<file path="src/rtl/qx_pkg.sv">
// shared constants and types for the quasi-bidirectional port expander
package qx_pkg;

  localparam int          QX_PORT_W      = 8;
  localparam int          QX_SEL_W       = 3;
  // upper four address bits, arbitrary value
  localparam logic [3:0]  QX_ADDR_HI     = 4'h4;
  localparam logic [7:0]  QX_PORT_RESET  = 8'hff;
  localparam logic [3:0]  QX_BYTE_BITS   = 4'h8;
  localparam logic [3:0]  QX_BIT_ZERO    = 4'h0;
  localparam logic [3:0]  QX_BIT_ONE     = 4'h1;

  // alert valid delay: longest time, rounded down to whole cycles
  localparam int          QX_CLK_MHZ          = 100;
  localparam int          QX_ALERT_VALID_NS   = 4000;
  localparam int          QX_ALERT_VALID_CYC  =
    (QX_ALERT_VALID_NS * QX_CLK_MHZ) / 1000;

  // the two serial bus lines travel together
  typedef struct packed {
    logic scl;
    logic sda;
  } qx_bus_t;

  typedef enum logic [2:0] {
    ST_IDLE,
    ST_ADDR,
    ST_ADDR_ACK,
    ST_WR,
    ST_WR_ACK,
    ST_RD,
    ST_RD_ACK
  } qx_state_t;

endpackage

</file>
<file path="src/rtl/qx_sync.sv">
// two flip-flop synchroniser for pins from outside the clock domain
`timescale 1ns/1ps
`default_nettype none
module qx_sync #(
  parameter int W = 1
) (
  // clock and reset
  input  wire logic         clk,
  input  wire logic         reset,
  // raw and synchronised levels
  input  wire logic [W-1:0] din,
  output logic      [W-1:0] dout
);

  logic [W-1:0] meta_r;

  // first stage feeds only the second stage
  always_ff @(posedge clk or posedge reset) begin
    if (reset) begin
      meta_r <= '1;
      dout   <= '1;
    end else begin
      meta_r <= din;
      dout   <= meta_r;
    end
  end

endmodule // qx_sync
`default_nettype wire

</file>
<file path="src/rtl/qx_expander.sv">
// two-wire bus slave with 8-bit quasi-bidirectional port and change alert
`timescale 1ns/1ps
`default_nettype none
module qx_expander
  import qx_pkg::*;
(
  // system
  input  wire logic                 clk,
  input  wire logic                 reset,
  // serial bus pins
  input  wire logic                 scl_in,
  input  wire logic                 sda_in,
  output logic                      sda_out,
  output logic                      sda_oe_n,
  // address straps
  input  wire logic [QX_SEL_W-1:0]  addr_select,
  // port lines
  input  wire logic [QX_PORT_W-1:0] port_line_in,
  output logic      [QX_PORT_W-1:0] port_line_out,
  output logic      [QX_PORT_W-1:0] port_line_oe_n,
  // change alert, open drain
  output logic                      alert_n_out,
  output logic                      alert_n_oe_n
);

  localparam int AV_CYC = QX_ALERT_VALID_CYC;

  qx_bus_t                bus_raw;
  qx_bus_t                bus_s;
  logic [QX_SEL_W-1:0]    sel_s;
  logic [QX_PORT_W-1:0]   port_s;
  logic                   scl_s;
  logic                   sda_s;
  logic                   scl_d_r;
  logic                   sda_d_r;
  logic                   scl_rise;
  logic                   scl_fall;
  logic                   start;
  logic                   stop;
  logic                   addr_hit;
  qx_state_t              st_r;
  logic [3:0]             bitcnt_r;
  logic [7:0]             shreg_r;
  logic [7:0]             tx_r;
  logic                   rw_r;
  logic                   ack_r;
  logic [QX_PORT_W-1:0]   port_r;
  logic [QX_PORT_W-1:0]   strong_r;
  logic [QX_PORT_W-1:0]   ref_r;
  logic                   alert_r;
  logic                   clr_rd;
  logic                   clr_wr;
  logic                   clr;
  logic                   mism;
  logic [QX_PORT_W-1:0]   hi_d1_r;
  logic [QX_PORT_W-1:0]   hi_d2_r;

  // every pin is brought into the clk domain first
  assign bus_raw = '{scl: scl_in, sda: sda_in};

  qx_sync #(.W(2)) u_bus_sync (
    .clk   (clk),
    .reset (reset),
    .din   (bus_raw),
    .dout  (bus_s)
  );

  qx_sync #(.W(QX_SEL_W)) u_sel_sync (
    .clk   (clk),
    .reset (reset),
    .din   (addr_select),
    .dout  (sel_s)
  );

  qx_sync #(.W(QX_PORT_W)) u_port_sync (
    .clk   (clk),
    .reset (reset),
    .din   (port_line_in),
    .dout  (port_s)
  );

  assign scl_s = bus_s.scl;
  assign sda_s = bus_s.sda;

  // previous synchronised levels for edge finding
  always_ff @(posedge clk or posedge reset) begin
    if (reset) begin
      scl_d_r <= 1'b1;
      sda_d_r <= 1'b1;
    end else begin
      scl_d_r <= scl_s;
      sda_d_r <= sda_s;
    end
  end

  // edges and bus conditions, all on synchronised lines
  assign scl_rise = scl_s & ~scl_d_r;
  assign scl_fall = ~scl_s & scl_d_r;
  assign start    = scl_s & scl_d_r & sda_d_r & ~sda_s;
  assign stop     = scl_s & scl_d_r & ~sda_d_r & sda_s;

  // straps fill the low address bits
  assign addr_hit = (shreg_r[7:1] == {QX_ADDR_HI, sel_s});

  // protocol engine: bits are taken on scl rising, data driven on falling,
  // so the device never moves sda while scl is high
  always_ff @(posedge clk or posedge reset) begin
    if (reset) begin
      st_r     <= ST_IDLE;
      bitcnt_r <= QX_BIT_ZERO;
      shreg_r  <= 8'h00;
      tx_r     <= 8'h00;
      rw_r     <= 1'b0;
      ack_r    <= 1'b0;
      sda_oe_n <= 1'b1;
    end else if (stop) begin
      // stop ends whatever was in progress
      st_r     <= ST_IDLE;
      sda_oe_n <= 1'b1;
    end else if (start) begin
      // idle or repeated start: wait for address
      st_r     <= ST_ADDR;
      bitcnt_r <= QX_BIT_ZERO;
      sda_oe_n <= 1'b1;
    end else begin
      case (st_r)
        ST_ADDR, ST_WR: begin
          if (scl_rise) begin
            shreg_r  <= {shreg_r[6:0], sda_s};
            bitcnt_r <= bitcnt_r + QX_BIT_ONE;
          end else if (scl_fall && bitcnt_r == QX_BYTE_BITS) begin
            if (st_r == ST_WR) begin
              // every written byte is acknowledged
              st_r     <= ST_WR_ACK;
              sda_oe_n <= 1'b0;
            end else if (addr_hit) begin
              st_r     <= ST_ADDR_ACK;
              rw_r     <= shreg_r[0];
              sda_oe_n <= 1'b0;
            end else begin
              // other device addressed: sit out until next start
              st_r <= ST_IDLE;
            end
          end
        end
        ST_ADDR_ACK, ST_WR_ACK: begin
          if (scl_fall) begin
            bitcnt_r <= QX_BIT_ZERO;
            if (st_r == ST_ADDR_ACK && rw_r) begin
              // read: first bit goes out right after the ack
              st_r     <= ST_RD;
              tx_r     <= {port_s[6:0], 1'b0};
              sda_oe_n <= port_s[7];
            end else begin
              st_r     <= ST_WR;
              sda_oe_n <= 1'b1;
            end
          end
        end
        ST_RD: begin
          if (scl_rise) begin
            bitcnt_r <= bitcnt_r + QX_BIT_ONE;
          end else if (scl_fall) begin
            if (bitcnt_r == QX_BYTE_BITS) begin
              // release for the master's ack bit
              st_r     <= ST_RD_ACK;
              sda_oe_n <= 1'b1;
            end else begin
              sda_oe_n <= tx_r[7];
              tx_r     <= {tx_r[6:0], 1'b0};
            end
          end
        end
        ST_RD_ACK: begin
          if (scl_rise) begin
            ack_r <= ~sda_s;
          end else if (scl_fall) begin
            bitcnt_r <= QX_BIT_ZERO;
            if (ack_r) begin
              // acked: fresh port sample for the next byte
              st_r     <= ST_RD;
              tx_r     <= {port_s[6:0], 1'b0};
              sda_oe_n <= port_s[7];
            end else begin
              // nack: keep sda released for the stop
              st_r     <= ST_IDLE;
              sda_oe_n <= 1'b1;
            end
          end
        end
        default: begin
          st_r <= st_r;
        end
      endcase
    end
  end

  // clearing points exist only in states reached by our own address
  assign clr_rd = (st_r == ST_RD_ACK) & scl_rise;
  assign clr_wr = (st_r == ST_WR_ACK) & scl_fall;
  assign clr    = clr_rd | clr_wr;

  // port latch and strong pull-up; lines reset high
  always_ff @(posedge clk or posedge reset) begin
    if (reset) begin
      port_r   <= QX_PORT_RESET;
      strong_r <= '0;
    end else if (clr_wr) begin
      port_r   <= shreg_r;
      strong_r <= shreg_r;
    end else if (scl_fall) begin
      strong_r <= '0;
    end
  end

  // latched levels delayed to line up with port_s: a line just released
  // high is not watched until its new level has come through the sync
  always_ff @(posedge clk or posedge reset) begin
    if (reset) begin
      hi_d1_r <= QX_PORT_RESET;
      hi_d2_r <= QX_PORT_RESET;
    end else begin
      hi_d1_r <= port_line_out;
      hi_d2_r <= hi_d1_r;
    end
  end

  // only lines latched high act as inputs; a line we pull low
  // would otherwise look like a change
  assign mism = |((port_s ^ ref_r) & port_r & hi_d2_r);

  // reference levels: snapshot at each clear, so returning to them
  // drops the alert; a change inside the ack pulse is absorbed
  // lines we were pulling low count as high, their level once released
  always_ff @(posedge clk or posedge reset) begin
    if (reset) begin
      ref_r <= QX_PORT_RESET;
    end else if (clr) begin
      ref_r <= port_s | ~port_r;
    end
  end

  // alert level, renewed on every clock edge
  always_ff @(posedge clk or posedge reset) begin
    if (reset) begin
      alert_r <= 1'b0;
    end else begin
      alert_r <= mism & ~clr;
    end
  end

  // pin drivers: low for a 0, strong high briefly, else released
  always_ff @(posedge clk or posedge reset) begin
    if (reset) begin
      port_line_out  <= QX_PORT_RESET;
      port_line_oe_n <= QX_PORT_RESET;
      alert_n_out    <= 1'b0;
      alert_n_oe_n   <= 1'b1;
      sda_out        <= 1'b0;
    end else begin
      port_line_out  <= port_r;
      port_line_oe_n <= port_r & ~strong_r;
      alert_n_out    <= 1'b0;
      alert_n_oe_n   <= ~alert_r;
      sda_out        <= 1'b0;
    end
  end
endmodule // qx_expander
`default_nettype wire

</file>
<file path="config.mk">
export PLATFORM = sky130hd
export DESIGN_NAME = qx_expander
export DESIGN_NICKNAME = d
export VERILOG_FILES = /design/src/rtl/qx_pkg.sv /design/src/rtl/qx_sync.sv /design/src/rtl/qx_expander.sv
export SDC_FILE = /design/constraint.sdc
export NUM_CORES = 1
export LEC_CHECK = 0
export BUFFER_PORTS_ARGS = -buffer_cell sky130_fd_sc_hd__buf_2
export CAP_MARGIN = 15
export CORE_UTILIZATION = 59
export DETAILED_ROUTE_END_ITERATION = 8
export PLACE_DENSITY = 0.79
export SLEW_MARGIN = 10
export SYNTH_ARGS = -nofsm -noshare
export SYNTH_HDL_FRONTEND = slang
export SYNTH_HIERARCHICAL = 1
export SYNTH_SLANG_ARGS = --single-unit
</file>
<file path="constraint.sdc">
create_clock -name clk -period 3.7 [get_ports clk]
set_input_delay 0.74 -clock clk [delete_from_list [all_inputs] [get_ports clk]]
set_output_delay 0.74 -clock clk [all_outputs]
set_load 0.02 [all_outputs]
</file>
After elaboration in Yosys (flattened, before gate mapping)
Index checks and enable logic that the tools add are counted.
- add/subtract/negate cells: 1
- bitwise gates (word level): 28
- reductions and logical operators: 17
- mux-type cells: 46
- eq/ne operators: 27
- operator list (cell ; count):
    8-bit 2-to-1 mux ; 10
    3-bit 2-to-1 mux ; 13
    4-bit != test (second input constant) ; 8
    8-bit AND ; 3
    8-bit case mux with 3 select lines ; 1
    9-bit AND reduction ; 2
    4-bit 2-to-1 mux ; 4
    2-bit != test (second input constant) ; 8
    8-bit NOT ; 2
    1-bit 2-to-1 mux ; 14
    3-bit case mux with 4 select lines ; 1
    4-bit case mux with 3 select lines ; 1
    4-bit AND reduction ; 3
    11-bit AND reduction ; 1
    1-bit AND ; 10
    1-bit NOT ; 10
    3-bit equality test (second input constant) ; 3
    8-bit OR ; 1
    8-bit OR reduction ; 1
    8-bit XOR ; 1
    7-bit by 6-bit equality test with 1-bit output ; 1
    7-bit AND reduction ; 1
    3-bit by 2-bit equality test with 1-bit output (second input constant) ; 2
    6-bit nonzero test ; 1
    other kinds (15) ; 17
- input port bits: 15
- output and inout bits: 20
- register bits after elaboration: 112

Longest topological paths before layout
Gate-level depths: netlist of the first run.
- word-level depth: 8
- mapped depth: 8
- depth with buffers taken out: 7

Hierarchy
Netlist of the first run, hierarchy kept.
- by module, submodules not included (module ; area an instance (um^2) ; instances ; seq. area each (um^2) ; cells each):
    qx_expander ; 3636.0 ; 1 ; 2192.1 ; 292
    qx_sync at u_port_sync ; 424.2 ; 1 ; 420.4 ; 17
    qx_sync at u_sel_sync ; 161.4 ; 1 ; 157.7 ; 7
    qx_sync at u_bus_sync ; 108.9 ; 1 ; 105.1 ; 5

Worst setup path after synthesis of the first run
Ideal clock, no wire load.
- kind: register to register
- start point: register scl_d_r
- end point: register port_r[0]
- data arrival time: 1597 ps
- slack: 2021 ps
- setup time: 82 ps
- cell stages (with the launch flop): 7
- cell sequence: dfstp_2 -> buf_6 -> nand2b_4 -> buf_6 -> nor4_4 -> buf_6 -> mux2_4
- word-level cells in the longest chain between the ends: 2
- RTL lines (item ; line ; text):
    start, declared ; qx_expander.sv:34 ; logic scl_d_r;
    start signal, assigned ; qx_expander.sv:91 ; scl_d_r <= scl_s;
    1-bit AND ; qx_expander.sv:98 ; assign scl_fall = ~scl_s & scl_d_r;
    1-bit AND ; qx_expander.sv:200 ; assign clr_wr = (st_r == ST_WR_ACK) & scl_fall;
    end signal, assigned ; qx_expander.sv:209 ; port_r <= shreg_r;
    end, declared ; qx_expander.sv:47 ; logic [QX_PORT_W-1:0] port_r;
No other way between the ends.
A chain may end at the register's enable or synchronous reset.

Final worst setup path of the first run
- start point: register st_r[0]
- end point: register tx_r[4]
- word-level cells in the longest chain between the ends: 4
- RTL lines (item ; line ; text):
    start, declared ; qx_expander.sv:41 ; qx_state_t st_r;
    start signal, assigned ; qx_expander.sv:192 ; st_r <= st_r;
    3-bit by 2-bit equality test with 1-bit output or 3-bit equality test (tied branches) ; qx_expander.sv:126, qx_expander.sv:149 ;
    2-bit OR reduction or 1-bit logical AND (tied branches) ; qx_expander.sv:126, qx_expander.sv:149 ;
    2-bit != test (no source line) or 3-bit nonzero test (tied branches) ; -- ;
    11-bit AND reduction (no source line) ; -- ;
    end signal, assigned ; qx_expander.sv:152 ; tx_r <= {port_s[6:0], 1'b0};
    end signal, assigned ; qx_expander.sv:170 ; tx_r <= {tx_r[6:0], 1'b0};
    end signal, assigned ; qx_expander.sv:182 ; tx_r <= {port_s[6:0], 1'b0};
    end, declared ; qx_expander.sv:44 ; logic [7:0] tx_r;
Several ways; a longest one is shown, not always the timed one.

==> results.cfg, run 1 <==
[run_status]
status = complete, no violations

[synthesis]
seq_area_frac_synth = 0.664
synth_area_per_cell_um2 = 13.5
ys_types = 50
syn_area_um2 = 4330
synth-seq-cells = 111
synth_warnings = 6
synthCells = 321

[pwr]
leakage_nw = 2.12
power.density_nw_per_um2 = 452
peakVddDrop_v = 0.000271

[floorplanning]
die_y_um = 87.7
core_um2 = 6940
initial_core_util = 0.624
io_pins = 35
rows = 30
die_area_um2 = 7690
die_w_um = 87.7

[worst_setup_path]
critPathKind = flip-flop to flip-flop
r2r_setup_slack_ps = 1590
cp_cell_sequence = nand3b_2, o21ai_2, a311oi_4, nor2_1, a21oi_1
cp-endpoint = tx_r[4]
critPathBufInv = 0
arrival_ps = 2400
endpoint_kind = flip-flop
crit_path_top_delay_cell = dfrtp_1
critical_path.top_delay_family = compound AO/OA/AOI/OAI gates
cp_slowest_stage_delay_ps = 780
path_depth = 5
startpoint_type = flip-flop
worstPathMaxFanout = 20
critical_path.startpoint = st_r[0]
reg2regPathDepth = 5
required_ps = 3980
r2r-end = tx_r[4]
reg2reg_from = st_r[0]

[clock_network]
cts_buffer_depth = 2
clock_latency_ps = 360
cts_max_level = 3
clock-sinks = 111
cts_buffers = 9
tritoncts = yes
ctsHoldBuffers = 0
cts_resized = 0
cts_setup_buffers = 0
cts_root_buf = clkbuf_8
clk_pin_slew_ps = 90

[timing]
setup_viol = 0
grt_setup_unrepaired = no
max_freq_mhz = 473
final.min_clock_period_ps = 2110
setup_tns_ps = 0
finClkSkew_ps = 8.32
slew-limit-headroom = 0.385
worst_pin_slew_ps = 916
finalCritPeriodShare = 0.572
hold_viol_final = 0
drv_slew = 0

[detailed_routing]
wl_um = 6930
num_vias = 2414
drtIter0Drc = 76
drc_errors = 0
wire_per_inst_um = 15.2
viasPerCell = 5.31
first_pass_iters = 5
ant_nets = 0

[global_routing]
grt_max_degree = 55
grt_pass1_wl_um = 11500
grt_antenna_before_repair = 0
globalRouteTotalUtil = 0.207
grt_pass1_vias = 2331
grt.overflow.total = 0

[run]
maxCapViolations = 0

[placed_design]
gp_congestion = 0.859
port_buffers = 32
hpwlAfterDp_um = 4850
dpl_cell_area_um2 = 4520

[worst_hold_path]
min_path_type = flip-flop to flip-flop

[cells_and_area]
final_cell_mix = dfstp_2, dfrtp_1, buf_2, nand2_1, nor2_1
nets = 371
num_antenna_cells = 0
drive_gt1_frac = 0.443
area_growth_pct = 9.56
fin_area_um2 = 4740
fillers = 506
layout.cells.most_common = dfstp_2
final cells by class:
type | count | area (um2) | share of cell area
Clock inverter | 5 | 81.3 | 0.0171
Timing Repair Buffer | 34 | 175 | 0.0369
Multi-Input combinational cell | 188 | 1310 | 0.277
Clock buffer | 11 | 141 | 0.0298
Tap cell | 96 | 120 | 0.0253
Inverter | 10 | 38.8 | 0.00818
Sequential cell | 111 | 2880 | 0.606
synthesized netlist by cell type (all sizes together):
cell | n | area, um2
a21boi | 1 | 7.51
a21o | 1 | 7.51
a21oi | 14 | 81.3
a22o | 9 | 78.8
a22oi | 3 | 22.5
a311oi | 1 | 26.3
a31oi | 2 | 12.5
and2b | 1 | 7.51
and3b | 1 | 8.76
buf | 13 | 109
conb | 1 | 3.75
dfrtp | 33 | 826
dfstp | 78 | 2050
ha | 2 | 25.0
inv | 10 | 37.5
mux2 | 19 | 221
mux2i | 6 | 60.1
nand2 | 22 | 85.1
nand2b | 5 | 38.8
nand3 | 11 | 55.1
nand3b | 3 | 26.3
nand4 | 3 | 18.8
nor2 | 20 | 77.6
nor2b | 19 | 126
nor3 | 1 | 5.00
nor4 | 2 | 27.5
nor4b | 1 | 8.76
o21a | 1 | 7.51
o21ai | 16 | 83.8
o221ai | 1 | 8.76
o22ai | 1 | 6.26
o2bb2ai | 2 | 17.5
o311ai | 1 | 8.76
o31ai | 2 | 15.0
or3 | 1 | 6.26
xnor2 | 4 | 35.0
xor2 | 10 | 87.6
routing by layer:
metal  share of wire  global-route usage  vias to the layer above
li1                -                   -                     1153
met1            0.46               0.286                     1211
met2            0.50               0.311                       44
met3           0.032              0.0603                        6
met4           0.010              0.0835                        0
met5               0                   0                        -
worst min path at each step:
| stage | startpoint | end | slack (ps) | cells past startpoint |
|---|---|---|---|---|
| 3_3_place_gp | alert_r | alert_n_oe_n | 340 | 1 |
| 4_1_cts | alert_r | alert_n_oe_n | 360 | 1 |
| 5_1_grt | hi_d1_r[3] | hi_d2_r[3] | 360 | 0 |
| 6_report | alert_r | alert_n_oe_n | 350 | 1 |
| 3_5_place_dp | alert_r | alert_n_oe_n | 340 | 1 |
| 2_1_floorplan | alert_r | alert_n_oe_n | 340 | 1 |
registers in the layout, summed over array words and instances (netlist names), 2 cells and up:
signal              count
u_port_sync/dout        8
hi_d2_r                 8
u_port_sync/meta_r      8
u_bus_sync/dout         2
u_bus_sync/meta_r       2
st_r                    3
ref_r                   8
strong_r                8
u_sel_sync/dout         3
port_line_out           8
port_line_oe_n          8
bitcnt_r                4
tx_r                    7
hi_d1_r                 8
port_r                  8
shreg_r                 8
u_sel_sync/meta_r       3
worst reg2reg max path, stage by stage (launching register included):
cell	delay [ps]
dfrtp_1	780
nand3b_2	280
o21ai_2	80
a311oi_4	630
nor2_1	110
a21oi_1	160
logic make-up after synthesis:
logic type	share of synthesized area
AND/OR/NAND/NOR	0.114
XOR/XNOR	0.0283
flip-flops	0.664
AO/OA/AOI/OAI	0.0887
adder cells (fa/ha/maj)	0.00578
other	0.000866
multiplexers	0.0650
buffers and inverters	0.0338
power by group:
group	total (mW)	internal, mW	leakage, nW	switching (mW)
Combinational	0.0803	0.0325	0.743	0.0478
Sequential	1.29	1.26	1.27	0.0343
Clock	0.774	0.401	0.110	0.373
per-stage QoR:
step / worst slack (ps) / hold WS [ps] / instances / total power, mW / utilization
detailed placement: 1630 / 345 / 439 / 1.39 / 0.651
CTS: 1610 / 358 / 455 / 2.17 / 0.683
global route: 1450 / 364 / 455 / 2.24 / 0.683
finish: 1590 / 354 / 455 / 2.14 / 0.683
floorplan: 853 / 337 / 322 / 1.36 / -
global placement: 1680 / 337 / 439 / 1.39 / 0.651
Power figures use the tool's default switching activity.
==> run 2, diff against run 1 <==
==> constraint.sdc (replaced) <==
create_clock -name clk -period 2.1 [get_ports clk]
set_input_delay 0.42 -clock clk [delete_from_list [all_inputs] [get_ports clk]]
set_output_delay 0.42 -clock clk [all_outputs]
set_load 0.02 [all_outputs]
==> run 2 against run 1 <==
  * Power rose by 70%
  * Worst hold slack got worse by 210 ps
  * Setup slack got worse by 1400 ps
  * Via count rose by 0.95%
  * Final area rose by 0.21%
  * Sequential cell count did not move
  * Die area did not move
  * Non-clock buffer count rose by 4
  * Clock-buffer cell count did not move
  * Maximum frequency rose by 13%
  * Wire length rose by 0.75%
  * Clock skew fell by 2.6 ps
  * Critical path type unchanged
  * Largest power group unchanged
==> results.cfg, run 2 (same netlist as run 1, synthesis figures left out) <==
[worst_setup_path]
endpoint_kind = flip-flop
startpoint_type = flip-flop
cp_cell_sequence = and2b_1, nand2_2, nor2_1, nor4_1, mux2i_1
arrival_ps = 2140
cp_slowest_stage_delay_ps = 730
r2r-end = sda_oe_n
required_ps = 2380
r2r_setup_slack_ps = 230
reg2regPathDepth = 5
crit_path_top_delay_cell = dfrtp_1
critical_path.startpoint = st_r[1]
worstPathMaxFanout = 17
critPathKind = flip-flop to flip-flop
reg2reg_from = st_r[1]

[run]
maxCapViolations = 0

[clock_network]
cts_max_level = 3
ctsHoldBuffers = 0
clock_latency_ps = 360
cts_buffers = 9
tritoncts = yes
clock-sinks = 111
cts_setup_buffers = 0
cts_root_buf = clkbuf_8
cts_buffer_depth = 2
clk_pin_slew_ps = 100
cts_resized = 0

[cells_and_area]
drive_gt1_frac = 0.446
final_cell_mix = dfstp_2, dfrtp_1, buf_2, nand2_1, nor2_1
nets = 375
ff_latch_area_um2 = 2880
area_growth_pct = 9.79
layout.cells.most_common = dfstp_2
multi_input_area_um2 = 1310
fin_cells = 459
num_antenna_cells = 0
fillers = 488

[pwr]
leakage_nw = 2.13
clockPowerShare = 0.335
power.density_nw_per_um2 = 766
peakVddDrop_v = 0.000592
total_power_mw = 3.64
switchingPower_mw = 0.814
switching_share = 0.224
combinationalPowerShare = 0.042
internal_power_mw = 2.83
sequentialPowerShare = 0.624

[timing]
grt_setup_unrepaired = no
hold_viol_final = 0
final.min_clock_period_ps = 1870
finClkSkew_ps = 5.71
max_freq_mhz = 536
setup_tns_ps = 0
setup_viol = 0
drv_slew = 0
whs_ps = 141
slew-limit-headroom = 0.570
finalCritPeriodShare = 0.888
setup_slack_ps = 235
worst_pin_slew_ps = 644

[placed_design]
hpwlAfterDp_um = 4720
gp_congestion = 0.817
pre_cts_ws_ps = 277
dp_cells = 443
port_buffers = 32

[global_routing]
grt_max_degree = 86
grt_pass1_vias = 2446
grt_pass1_wl_um = 11700
grt_antenna_before_repair = 0
globalRouteTotalUtil = 0.205
grt.overflow.total = 0

[detailed_routing]
drt-met1-wl_um = 3340
drtIter0Drc = 91
drc_errors = 0
top_layer = met4
first_pass_iters = 4
wl_um = 6990
wl_met2_um = 3330
viasPerCell = 5.31
routed-wl-met3_um = 225
num_vias = 2437
ant_nets = 0
wire_per_inst_um = 15.2

[worst_hold_path]
worstHoldPathCells = 1
min_path_type = input port to flip-flop
min_from = addr_select[1]
holdPathEnd = u_sel_sync/meta_r[1]

[floorplanning]
die_area_um2 = 7690
io_pins = 35
rows = 30
core_um2 = 6940
die_y_um = 87.7
die_w_um = 87.7
initial_core_util = 0.624

[run_status]
status = complete, no violations
## run 2: power by group through the flow
stage	registers [mW]	clock network, mW	logic [mW]
detailed placement	2.31	0	0.155
floorplan	2.28	0	0.127
CTS	2.27	1.26	0.157
global route	2.28	1.35	0.175
finish	2.27	1.22	0.152
global placement	2.30	0	0.149
## run 2: through the flow
stage / util / instance area (um2)
3_3_place_gp: 0.658 / 4570
4_1_cts: 0.685 / 4750
2_1_floorplan: - / 4340
3_5_place_dp: 0.658 / 4570
5_1_grt: 0.685 / 4750
6_report: 0.685 / 4750
## run 2: worst max-delay path by stage
stage,cells past startpoint,end
floorplan,6,port_r[0]
global placement,5,st_r[0]
detailed placement,5,sda_oe_n
CTS,5,sda_oe_n
global route,5,sda_oe_n
finish,5,sda_oe_n
## run 2: cell type report
type,instances,share of cell area
flip-flops and latches,111,0.605
clock inverters,5,0.0118
repair buffers,38,0.0458
well taps,96,0.0253
inverters,10,0.00868
clock buffers,11,0.0276
multi-input cells,188,0.276
## run 2: worst max-delay path: cells and delay by family, from the launching register on
family / cells / cell delay [ps]
flops: 1 / 730
mux: 1 / 140
simple gates: 4 / 910
## run 2: layer usage
metal | track usage | vias up
li1 | - | 1162
met1 | 0.285 | 1216
met2 | 0.309 | 51
met3 | 0.0547 | 8
met4 | 0.0879 | 0
met5 | 0 | -
